[src/core/tpc_pkg.sv]
`default_nettype none
package tpc_pkg;
  // ****************************************
  // Bus geometry
  // ****************************************
  localparam int IDX_W = 8;
  localparam int WB_DW = 32;
  localparam int PIN_N = 4;
  // ****************************************
  // Pin slots in the synchroniser
  // ****************************************
  localparam int PIN_SHARED_TIMER_CLOCK_PIN = 0;
  localparam int PIN_THIRD_TIMER_CLOCK_PIN = 1;
  localparam int PIN_CAPTURE_ONE_PIN = 2;
  localparam int PIN_CAPTURE_TWO_PIN = 3;
  // ****************************************
  // Instruction clock divider
  // ****************************************
  localparam logic [1:0] INSTR_DIV_LAST = 2'h3;
  // ****************************************
  // Register indices, byte address is four times the index
  // ****************************************
  localparam logic [7:0] BANK1_BASE = 8'h20;
  localparam logic [7:0] BANK2_BASE = 8'h40;
  localparam logic [7:0] BANK3_BASE = 8'h60;
  localparam logic [7:0] OFS_CPU_STATUS = 8'h06;
  localparam logic [7:0] OFS_CORE_INT = 8'h07;
  localparam logic [7:0] OFS_T1_COUNT = 8'h10;
  localparam logic [7:0] OFS_T2_COUNT = 8'h11;
  localparam logic [7:0] OFS_PIR = 8'h16;
  localparam logic [7:0] OFS_PIE = 8'h17;
  localparam logic [7:0] OFS_TCFG = 8'h16;
  localparam logic [7:0] OFS_TRUN = 8'h17;
  localparam logic [7:0] IDX_CPU_STATUS = OFS_CPU_STATUS;
  localparam logic [7:0] IDX_CORE_INT = OFS_CORE_INT;
  localparam logic [7:0] IDX_PIR = BANK1_BASE + OFS_PIR;
  localparam logic [7:0] IDX_PIE = BANK1_BASE + OFS_PIE;
  localparam logic [7:0] IDX_T1_COUNT = BANK2_BASE + OFS_T1_COUNT;
  localparam logic [7:0] IDX_T2_COUNT = BANK2_BASE + OFS_T2_COUNT;
  localparam logic [7:0] IDX_T1_PERIOD = 8'h52;
  localparam logic [7:0] IDX_T2_PERIOD = 8'h53;
  localparam logic [7:0] IDX_T3_LO = 8'h54;
  localparam logic [7:0] IDX_T3_HI = 8'h55;
  localparam logic [7:0] IDX_P3_LO = 8'h56;
  localparam logic [7:0] IDX_P3_HI = 8'h57;
  localparam logic [7:0] IDX_C2_LO = 8'h58;
  localparam logic [7:0] IDX_C2_HI = 8'h59;
  localparam logic [7:0] IDX_TCFG = BANK3_BASE + OFS_TCFG;
  localparam logic [7:0] IDX_TRUN = BANK3_BASE + OFS_TRUN;
  // ****************************************
  // Field positions
  // ****************************************
  localparam int B_GLOBAL_IRQ_DISABLE = 4;
  localparam int B_PERIPHERAL_IRQ_ENABLE = 3;
  localparam int B_PEIF = 7;
  localparam int B_T1CS = 0;
  localparam int B_T2CS = 1;
  localparam int B_T3CS = 2;
  localparam int B_CASCADE = 3;
  localparam int B_C1ED = 4;
  localparam int B_C2ED = 6;
  localparam int B_T1ON = 0;
  localparam int B_T2ON = 1;
  localparam int B_T3ON = 2;
  localparam int B_DUALCAP = 3;
  localparam int B_C1OVF = 6;
  localparam int B_C2OVF = 7;
  localparam int B_CAPTURE_ONE_IRQ_FLAG = 2;
  localparam int B_CAPTURE_TWO_IRQ_FLAG = 3;
  localparam int B_T1IF = 4;
  localparam int B_T2IF = 5;
  localparam int B_T3IF = 6;
  // ****************************************
  // Reset values
  // ****************************************
  localparam logic [7:0] RST_PIR = 8'h02;
  localparam logic [7:0] RST_ZERO8 = 8'h00;
  localparam logic [7:0] RST_PERIOD8 = 8'hFF;
  localparam logic [15:0] RST_PERIOD16 = 16'hFFFF;
  localparam logic [7:0] CPU_STATUS_FIXED = 8'h2C;
  // ****************************************
  // Capture event selection
  // ****************************************
  typedef enum logic [1:0] {
    TPC_EV_FALL = 2'h0,
    TPC_EV_RISE = 2'h1,
    TPC_EV_RISE4 = 2'h2,
    TPC_EV_RISE16 = 2'h3
  } tpc_edge_e;
  localparam logic [3:0] PRE4_LAST = 4'h3;
  localparam logic [3:0] PRE16_LAST = 4'hF;
endpackage : tpc_pkg
`default_nettype wire

[src/core/tpc_pin_sync.sv]
`default_nettype none
module tpc_pin_sync
  import tpc_pkg::*;
(
  // Clock and reset
  input wire logic ref_clk,
  input wire logic rst_n,
  // Raw pins
  input wire logic [PIN_N-1:0] pinIn,
  // Clean edges
  output logic [PIN_N-1:0] pinFall,
  output logic [PIN_N-1:0] pinRise
);
  logic [PIN_N-1:0] stage1;
  logic [PIN_N-1:0] stage2;
  logic [PIN_N-1:0] stage3;
  logic [PIN_N-1:0] level;
  logic [PIN_N-1:0] agree;

  assign agree = ~(stage2 ^ stage3);

  // ****************************************
  // Three stage chain, level taken when stages two and three agree
  // ****************************************
  always_ff @(posedge ref_clk or negedge rst_n) begin
    if (!rst_n) begin
      stage1 <= '0;
      stage2 <= '0;
      stage3 <= '0;
      level <= '0;
      pinFall <= '0;
      pinRise <= '0;
    end else begin
      stage1 <= pinIn;
      stage2 <= stage1;
      stage3 <= stage2;
      level <= (agree & stage3) | (~agree & level);
      pinFall <= agree & level & ~stage3;
      pinRise <= agree & ~level & stage3;
    end
  end
endmodule : tpc_pin_sync
`default_nettype wire

[src/core/tpc_timer_unit.sv]
// Implementation choice: the Wishbone interface to the registers.
`default_nettype none
module tpc_timer_unit
  import tpc_pkg::*;
(
  // Clock and reset
  input wire logic ref_clk,
  input wire logic rst_n,
  // Wishbone slave
  input wire logic wb_cyc_i,
  input wire logic wb_stb_i,
  input wire logic wb_we_i,
  input wire logic [31:0] wb_adr_i,
  input wire logic [3:0] wb_sel_i,
  input wire logic [WB_DW-1:0] wb_dat_i,
  output logic [WB_DW-1:0] wb_dat_o,
  output logic wb_ack_o,
  // Timer and capture pins
  input wire logic sharedTimerClockPin,
  input wire logic thirdTimerClockPin,
  input wire logic captureOnePin,
  input wire logic captureTwoPin,
  // Interrupt request to the core
  output logic periphIrq
);
  // ****************************************
  // State
  // ****************************************
  logic [1:0] instrDiv;
  logic instrTick;
  logic [PIN_N-1:0] pinFall;
  logic [PIN_N-1:0] pinRise;
  logic [7:0] timerCfg;
  logic [5:0] timerRun;
  logic [1:0] capOvf;
  logic [7:0] peripheral_irq_flags;
  logic [7:0] peripheral_irq_enables;
  logic peripheral_irq_enable;
  logic global_irq_disable;
  logic [7:0] cnt1;
  logic [7:0] cnt2;
  logic [7:0] per1;
  logic [7:0] per2;
  logic [15:0] cnt3;
  logic [15:0] per3;
  logic [15:0] capture_two_pin;
  logic [3:0] pre [2];
  logic [1:0] capFull;
  logic [1:0] ovfMaster;
  logic [1:0] rdLo;
  logic [1:0] rdHi;

  // ****************************************
  // Bus decode
  // ****************************************
  logic busReq;
  logic busWr;
  logic busRd;
  logic [IDX_W-1:0] idx;
  logic [7:0] wd;
  assign busReq = wb_cyc_i & wb_stb_i;
  assign busWr = busReq & wb_ack_o & wb_we_i & wb_sel_i[0];
  assign busRd = busReq & wb_ack_o & ~wb_we_i;
  assign idx = wb_adr_i[IDX_W+1:2];
  assign wd = wb_dat_i[7:0];

  function automatic logic wrAt(input logic [7:0] a);
    return busWr && (idx == a);
  endfunction : wrAt

  function automatic logic rdAt(input logic [7:0] a);
    return busRd && (idx == a);
  endfunction : rdAt

  function automatic logic timerTick(input logic ext, input logic fall, input logic tick);
    return ext ? fall : tick;
  endfunction : timerTick

  // ****************************************
  // Instruction clock, oscillator over four
  // ****************************************
  always_ff @(posedge ref_clk or negedge rst_n) begin
    if (!rst_n) begin
      instrDiv <= '0;
      instrTick <= 1'b0;
    end else begin
      instrDiv <= instrDiv + 2'h1;
      instrTick <= (instrDiv == INSTR_DIV_LAST);
    end
  end

  tpc_pin_sync u_sync (
    .ref_clk(ref_clk),
    .rst_n(rst_n),
    .pinIn({captureTwoPin, captureOnePin, thirdTimerClockPin, sharedTimerClockPin}),
    .pinFall(pinFall),
    .pinRise(pinRise)
  );

  // ****************************************
  // Timer ticks and wrap events
  // ****************************************
  logic dualCap;
  logic tick1;
  logic tick2;
  logic tick3;
  logic wrap1;
  logic wrap2;
  logic wrap3;
  assign dualCap = timerRun[B_DUALCAP];
  assign tick1 = timerRun[B_T1ON] & timerTick(timerCfg[B_T1CS], pinFall[PIN_SHARED_TIMER_CLOCK_PIN], instrTick);
  assign tick2 = timerRun[B_T2ON] & timerTick(timerCfg[B_T2CS], pinFall[PIN_SHARED_TIMER_CLOCK_PIN], instrTick);
  assign tick3 = timerRun[B_T3ON] & timerTick(timerCfg[B_T3CS], pinFall[PIN_THIRD_TIMER_CLOCK_PIN], instrTick);
  assign wrap1 = tick1 & (cnt1 == per1);
  assign wrap2 = tick2 & (cnt2 == per2);
  assign wrap3 = tick3 & (dualCap ? (cnt3 == 16'hFFFF) : (cnt3 == per3));

  // ****************************************
  // Eight bit timers
  // ****************************************
  always_ff @(posedge ref_clk or negedge rst_n) begin
    if (!rst_n) begin
      cnt1 <= RST_ZERO8;
      cnt2 <= RST_ZERO8;
    end else begin
      if (wrAt(IDX_T1_COUNT)) cnt1 <= wd;
      else if (wrap1) cnt1 <= '0;
      else if (tick1) cnt1 <= cnt1 + 8'h01;
      if (wrAt(IDX_T2_COUNT)) cnt2 <= wd;
      else if (wrap2) cnt2 <= '0;
      else if (tick2) cnt2 <= cnt2 + 8'h01;
    end
  end

  always_ff @(posedge ref_clk or negedge rst_n) begin
    if (!rst_n) begin
      per1 <= RST_PERIOD8;
      per2 <= RST_PERIOD8;
    end else begin
      if (wrAt(IDX_T1_PERIOD)) per1 <= wd;
      if (wrAt(IDX_T2_PERIOD)) per2 <= wd;
    end
  end

  // ****************************************
  // Capture events and prescalers
  // ****************************************
  logic [1:0] capEvt;
  logic [1:0] capDone;
  logic [1:0] capTake;
  logic [1:0] capLost;
  always_comb begin
    for (int c = 0; c < 2; c++) begin
      case (tpc_edge_e'(timerCfg[(c == 0 ? B_C1ED : B_C2ED) +: 2]))
        TPC_EV_FALL: capEvt[c] = pinFall[PIN_CAPTURE_ONE_PIN + c];
        TPC_EV_RISE: capEvt[c] = pinRise[PIN_CAPTURE_ONE_PIN + c];
        TPC_EV_RISE4: capEvt[c] = pinRise[PIN_CAPTURE_ONE_PIN + c] & (pre[c][1:0] == PRE4_LAST[1:0]);
        TPC_EV_RISE16: capEvt[c] = pinRise[PIN_CAPTURE_ONE_PIN + c] & (pre[c] == PRE16_LAST);
        default: capEvt[c] = 1'b0;
      endcase
    end
    capEvt[0] = capEvt[0] & dualCap;
  end

  // Both bytes read completes the unload
  assign capDone[0] = (rdLo[0] | rdAt(IDX_P3_LO)) & (rdHi[0] | rdAt(IDX_P3_HI)) & capFull[0];
  assign capDone[1] = (rdLo[1] | rdAt(IDX_C2_LO)) & (rdHi[1] | rdAt(IDX_C2_HI)) & capFull[1];
  assign capTake = capEvt & ~(capFull & ~capDone);
  assign capLost = capEvt & capFull & ~capDone;

  always_ff @(posedge ref_clk or negedge rst_n) begin
    if (!rst_n) begin
      pre[0] <= '0;
      pre[1] <= '0;
    end else begin
      for (int c = 0; c < 2; c++) begin
        if (pinRise[PIN_CAPTURE_ONE_PIN + c]) pre[c] <= pre[c] + 4'h1;
      end
    end
  end

  always_ff @(posedge ref_clk or negedge rst_n) begin
    if (!rst_n) begin
      capFull <= '0;
      ovfMaster <= '0;
      capOvf <= '0;
      rdLo <= '0;
      rdHi <= '0;
    end else begin
      for (int c = 0; c < 2; c++) begin
        if (capDone[c]) begin
          capOvf[c] <= ovfMaster[c] | capLost[c];
          ovfMaster[c] <= 1'b0;
          rdLo[c] <= 1'b0;
          rdHi[c] <= 1'b0;
        end else if (capLost[c]) begin
          ovfMaster[c] <= 1'b1;
        end
        if (capTake[c]) capFull[c] <= 1'b1;
        else if (capDone[c]) capFull[c] <= 1'b0;
      end
      if (capFull[0] && !capDone[0]) begin
        if (rdAt(IDX_P3_LO)) rdLo[0] <= 1'b1;
        if (rdAt(IDX_P3_HI)) rdHi[0] <= 1'b1;
      end
      if (capFull[1] && !capDone[1]) begin
        if (rdAt(IDX_C2_LO)) rdLo[1] <= 1'b1;
        if (rdAt(IDX_C2_HI)) rdHi[1] <= 1'b1;
      end
    end
  end

  // ****************************************
  // Sixteen bit timer, period and capture registers
  // ****************************************
  always_ff @(posedge ref_clk or negedge rst_n) begin
    if (!rst_n) begin
      cnt3 <= '0;
    end else begin
      if (wrAt(IDX_T3_LO)) cnt3[7:0] <= wd;
      else if (wrAt(IDX_T3_HI)) cnt3[15:8] <= wd;
      else if (wrap3) cnt3 <= '0;
      else if (tick3) cnt3 <= cnt3 + 16'h0001;
    end
  end

  always_ff @(posedge ref_clk or negedge rst_n) begin
    if (!rst_n) begin
      per3 <= RST_PERIOD16;
      capture_two_pin <= '0;
    end else begin
      if (capTake[0]) per3 <= cnt3;
      else if (wrAt(IDX_P3_LO)) per3[7:0] <= wd;
      else if (wrAt(IDX_P3_HI)) per3[15:8] <= wd;
      if (capTake[1]) capture_two_pin <= cnt3;
    end
  end

  // ****************************************
  // Control registers
  // ****************************************
  always_ff @(posedge ref_clk or negedge rst_n) begin
    if (!rst_n) begin
      timerCfg <= RST_ZERO8;
      timerRun <= '0;
      peripheral_irq_enables <= RST_ZERO8;
      peripheral_irq_enable <= 1'b0;
      global_irq_disable <= 1'b1;
    end else begin
      if (wrAt(IDX_TCFG)) timerCfg <= wd;
      if (wrAt(IDX_TRUN)) timerRun <= wd[5:0];
      if (wrAt(IDX_PIE)) peripheral_irq_enables <= wd;
      if (wrAt(IDX_CORE_INT)) peripheral_irq_enable <= wd[B_PERIPHERAL_IRQ_ENABLE];
      if (wrAt(IDX_CPU_STATUS)) global_irq_disable <= wd[B_GLOBAL_IRQ_DISABLE];
    end
  end

  // ****************************************
  // Flags, hardware set wins over software write
  // ****************************************
  logic [7:0] hwSet;
  assign hwSet = ({7'h00, 1'b0} | ({1'b0, wrap3, wrap2, wrap1, capTake, 2'h0}));
  always_ff @(posedge ref_clk or negedge rst_n) begin
    if (!rst_n) begin
      peripheral_irq_flags <= RST_PIR;
    end else begin
      peripheral_irq_flags <= (wrAt(IDX_PIR) ? wd : peripheral_irq_flags) | hwSet;
    end
  end

  // ****************************************
  // Interrupt request
  // ****************************************
  logic pendAny;
  assign pendAny = |(peripheral_irq_flags & peripheral_irq_enables);
  always_ff @(posedge ref_clk or negedge rst_n) begin
    if (!rst_n) periphIrq <= 1'b0;
    else periphIrq <= pendAny & peripheral_irq_enable & ~global_irq_disable;
  end

  // ****************************************
  // Read mux and acknowledge
  // ****************************************
  function automatic logic [7:0] regRead(input logic [7:0] a);
    case (a)
      IDX_CPU_STATUS: regRead = CPU_STATUS_FIXED | {3'h0, global_irq_disable, 4'h0};
      IDX_CORE_INT: regRead = {pendAny, 3'h0, peripheral_irq_enable, 3'h0};
      IDX_PIR: regRead = peripheral_irq_flags;
      IDX_PIE: regRead = peripheral_irq_enables;
      IDX_T1_COUNT: regRead = cnt1;
      IDX_T2_COUNT: regRead = cnt2;
      IDX_T1_PERIOD: regRead = per1;
      IDX_T2_PERIOD: regRead = per2;
      IDX_T3_LO: regRead = cnt3[7:0];
      IDX_T3_HI: regRead = cnt3[15:8];
      IDX_P3_LO: regRead = per3[7:0];
      IDX_P3_HI: regRead = per3[15:8];
      IDX_C2_LO: regRead = capture_two_pin[7:0];
      IDX_C2_HI: regRead = capture_two_pin[15:8];
      IDX_TCFG: regRead = timerCfg;
      IDX_TRUN: regRead = {capOvf[1], capOvf[0], timerRun};
      default: regRead = 8'h00;
    endcase
  endfunction : regRead

  always_ff @(posedge ref_clk or negedge rst_n) begin
    if (!rst_n) begin
      wb_ack_o <= 1'b0;
      wb_dat_o <= '0;
    end else begin
      wb_ack_o <= busReq & ~wb_ack_o;
      if (busReq && !wb_ack_o) wb_dat_o <= {24'h000000, regRead(idx)};
    end
  end

  logic anyWr;
  assign anyWr = busWr;
endmodule : tpc_timer_unit
`default_nettype wire

[config.mk]
export PLATFORM = sky130hd
export DESIGN_NAME = tpc_timer_unit
export DESIGN_NICKNAME = d
export VERILOG_FILES = /design/src/core/tpc_pkg.sv /design/src/core/tpc_pin_sync.sv /design/src/core/tpc_timer_unit.sv
export SDC_FILE = /design/constraint.sdc
export NUM_CORES = 1
export LEC_CHECK = 0
export ABC_AREA = 1
export BUFFER_PORTS_ARGS = -buffer_cell sky130_fd_sc_hd__buf_2
export CORE_MARGIN = 5
export CORE_UTILIZATION = 41
export DETAILED_ROUTE_END_ITERATION = 10
export PLACE_DENSITY = 0.63
export SLEW_MARGIN = 10
export SYNTH_ARGS = -nofsm -noshare
export SYNTH_HDL_FRONTEND = slang
export SYNTH_SLANG_ARGS = --single-unit
export TNS_END_PERCENT = 20
[constraint.sdc]
create_clock -name ref_clk -period 4.1 [get_ports ref_clk]
set_clock_uncertainty 0.2 [all_clocks]
set_input_delay 1.23 -clock ref_clk [delete_from_list [all_inputs] [get_ports ref_clk]]
set_output_delay 1.23 -clock ref_clk [all_outputs]
set_load 0.05 [all_outputs]
==> results.ini <==
[detailed_routing]
drc_errors = 0
drtAntennaViolNets = 0
wl_per_cell_um = 17.23
drt_iter0_markers = 823
wl_um = 27740
viasPerCell = 5.247
dr.pass1.iters = 7
vias = 8447

[floorplan]
start_util_pct = 41.67
dieArea_um2 = 26140
core_area_um2 = 22640
io_pins = 111
rows = 55
die_w_um = 161.7
die_y_um = 161.7

[clock_tree]
cts_buffers = 17
htreeDepth = 4
cts_resized = 0
clock_sinks = 165
post_cts_buffers = 0
insertion_delay_ns = 0.44
clk_pin_slew_ns = 0.07
ctsHoldBuffers = 0
clockRootBuffer = clkbuf_16
cts_tree = yes
clockBufferDepth = 2

[global_routing]
grtUsageTotal_pct = 21.42
met2_usage_pct = 34.58
grt_pass1_wl_um = 43950
grt.busiest_layer = met2
grt_use_met3_pct = 3.857
grt_max_degree = 64
gr-usage-met1_pct = 29.35
grt_remaining_overflow = 0
first_global_vias = 7930
antenna_found_initial = 1

[place]
dpl.hpwl_um = 20430
io_buffers = 35
gp_congestion = 0.9734

[pwr]
internal_power_w = 0.002714
p_seq_share_pct = 47.6
leakagePower_nw = 5.093
p_sw_w = 0.001111
clkPwrFrac_pct = 43.6
comb_power_share_pct = 8.8
vdd_drop_max_mv = 0.2175
p_per_area_nw_per_um2 = 367.8
p_total_w = 0.003825
p_sw_share_pct = 29.04

[synthesis]
async_flop_share_pct = 100.0
ys_types = 39
synth_top_flop_cell = dfrtp_1
synth.cell_area_um2 = 9434
seq_area_frac_synth_pct = 44.22
synth.avg_cell_area_um2 = 7.388
ys_ff_latch = 165
synth-edff-count = 0
ys.warnings.count = 0
synthCells = 1277

[worst_setup_path]
cp-start-kind = input port
end_kind = flop
reg2regPathDepth = 11
path_class = input port to flop
crit_arrival_ns = 3.12
crit_fanout = 15
cp.required_ns = 4.22

[timing]
max_freq_ghz = 0.3335
finalMaxSlewViolations = 0
tightest_slew_ns = 0.9473
period_needed_ns = 2.999
finalSetupViolCount = 0
finalSetupTns_ns = 0
finalCritPeriodShare_pct = 73.14
hold_violations = 0
slew_headroom_pct = 36.36
rsz0062_at_grt = no

[finish]
drive_above_1_share_pct = 11.93
nets = 1394
reg.largest.list = capture_two_pin x16, cnt3 x16, per3 x16
final_common_cell = nand2_1
final_cell_mix = nand2_1 (364), nand3_1 (180), dfrtp_1 (131), inv_1 (121), nor2_1 (114)
area.growth.synth_to_final_pct = 10.25

[worst_hold_path]
hp-class = flop to flop
whs_path_depth = 0

[run]
drv_cap = 0

[status]
status = finished, final reports clean

-- cell usage after synthesis, types with 19 or more instances --
cell | instances | area, µm²
nand2_1 | 364 | 1366
nand3_1 | 180 | 900.9
dfrtp_1 | 131 | 3278
inv_1 | 121 | 454.2
nor2_1 | 114 | 427.9
o21ai_0 | 58 | 290.3
o21ai_1 | 35 | 175.2
dfstp_2 | 34 | 893.4
buf_4 | 27 | 202.7
xor2_1 | 27 | 236.5
nand4_1 | 25 | 156.4
a21oi_1 | 19 | 95.09
-- metrics by stage --
step / std cells / hold WS [ns] / util, % / setup WS, ns / cell area (µm²)
6_report: 1610 / 0.1496 / 45.94 / 1.101 / 10400
5_1_grt: 1610 / 0.1574 / 45.94 / 0.8679 / 10400
4_1_cts: 1609 / 0.1523 / 45.93 / 1.145 / 10400
3_5_place_dp: 1577 / 0.1347 / 43.24 / 0.6591 / 9791
3_3_place_gp: 1577 / 0.1346 / 43.24 / 0.6681 / 9791
2_1_floorplan: 1300 / 0.1312 / - / 1.439 / 9520
-- per-layer routing --
metal | vias to the layer above | wire [µm]
met5 | - | 0
met4 | 0 | 680
met3 | 54 | 1500
met2 | 247 | 13220
met1 | 3983 | 12330
li1 | 4163 | -
-- power by group through the flow --
stage / logic (W) / registers [W] / clock network (W)
floorplan: 0.000238 / 0.00183 / 0
global placement: 0.000330 / 0.00185 / 0
detailed placement: 0.000341 / 0.00185 / 0
CTS: 0.000342 / 0.00182 / 0.00169
global route: 0.000379 / 0.00183 / 0.00175
finish: 0.000338 / 0.00182 / 0.00167
-- logic make-up after synthesis --
family	after synthesis	synth area share, %
flip-flops	165	44.22
AND/OR/NAND/NOR	733	34.08
adder cells (fa/ha/maj)	8	1.008
buffers and inverters	195	9.509
AO/OA/AOI/OAI	142	8.077
other	1	0.03975
XOR/XNOR	33	3.064
-- worst max-delay path, stage by stage --
cell and delay [ns]:
buf_2 0.10, inv_2 0.08, nand2_1 0.09, nor2_4 0.30, nand2_2 0.12, nor2_1 0.19
nand2_1 0.37, nand2_2 0.38, o22ai_1 0.12, inv_1 0.07, nand2_1 0.05
-- cell type report --
class	count	area (µm²)
Multi-Input combinational cell	940	4452
Fill cell	2287	12240
Clock inverter	15	182.7
Tap cell	285	356.6
Inverter	140	526.8
Timing Repair Buffer	47	284.0
Antenna cell	1	2.502
Clock buffer	17	425.4
Sequential cell	165	4172
-- worst paths after layout --
check | startpoint | endpoint | slack [ns]
max | wb_adr_i[9] | cnt3[1] | 1.10
min in group asynchronous | rst_n | cnt1[2] | 0.59
max in group asynchronous | rst_n | peripheral_irq_flags[1] | 2.26
min reg2reg | u_sync.stage1[1] | u_sync.stage2[1] | 0.15
max reg2reg | timerRun[3] | cnt3[9] | 1.35
min | u_sync.stage1[1] | u_sync.stage2[1] | 0.15
(Power assumes the default switching activity.)
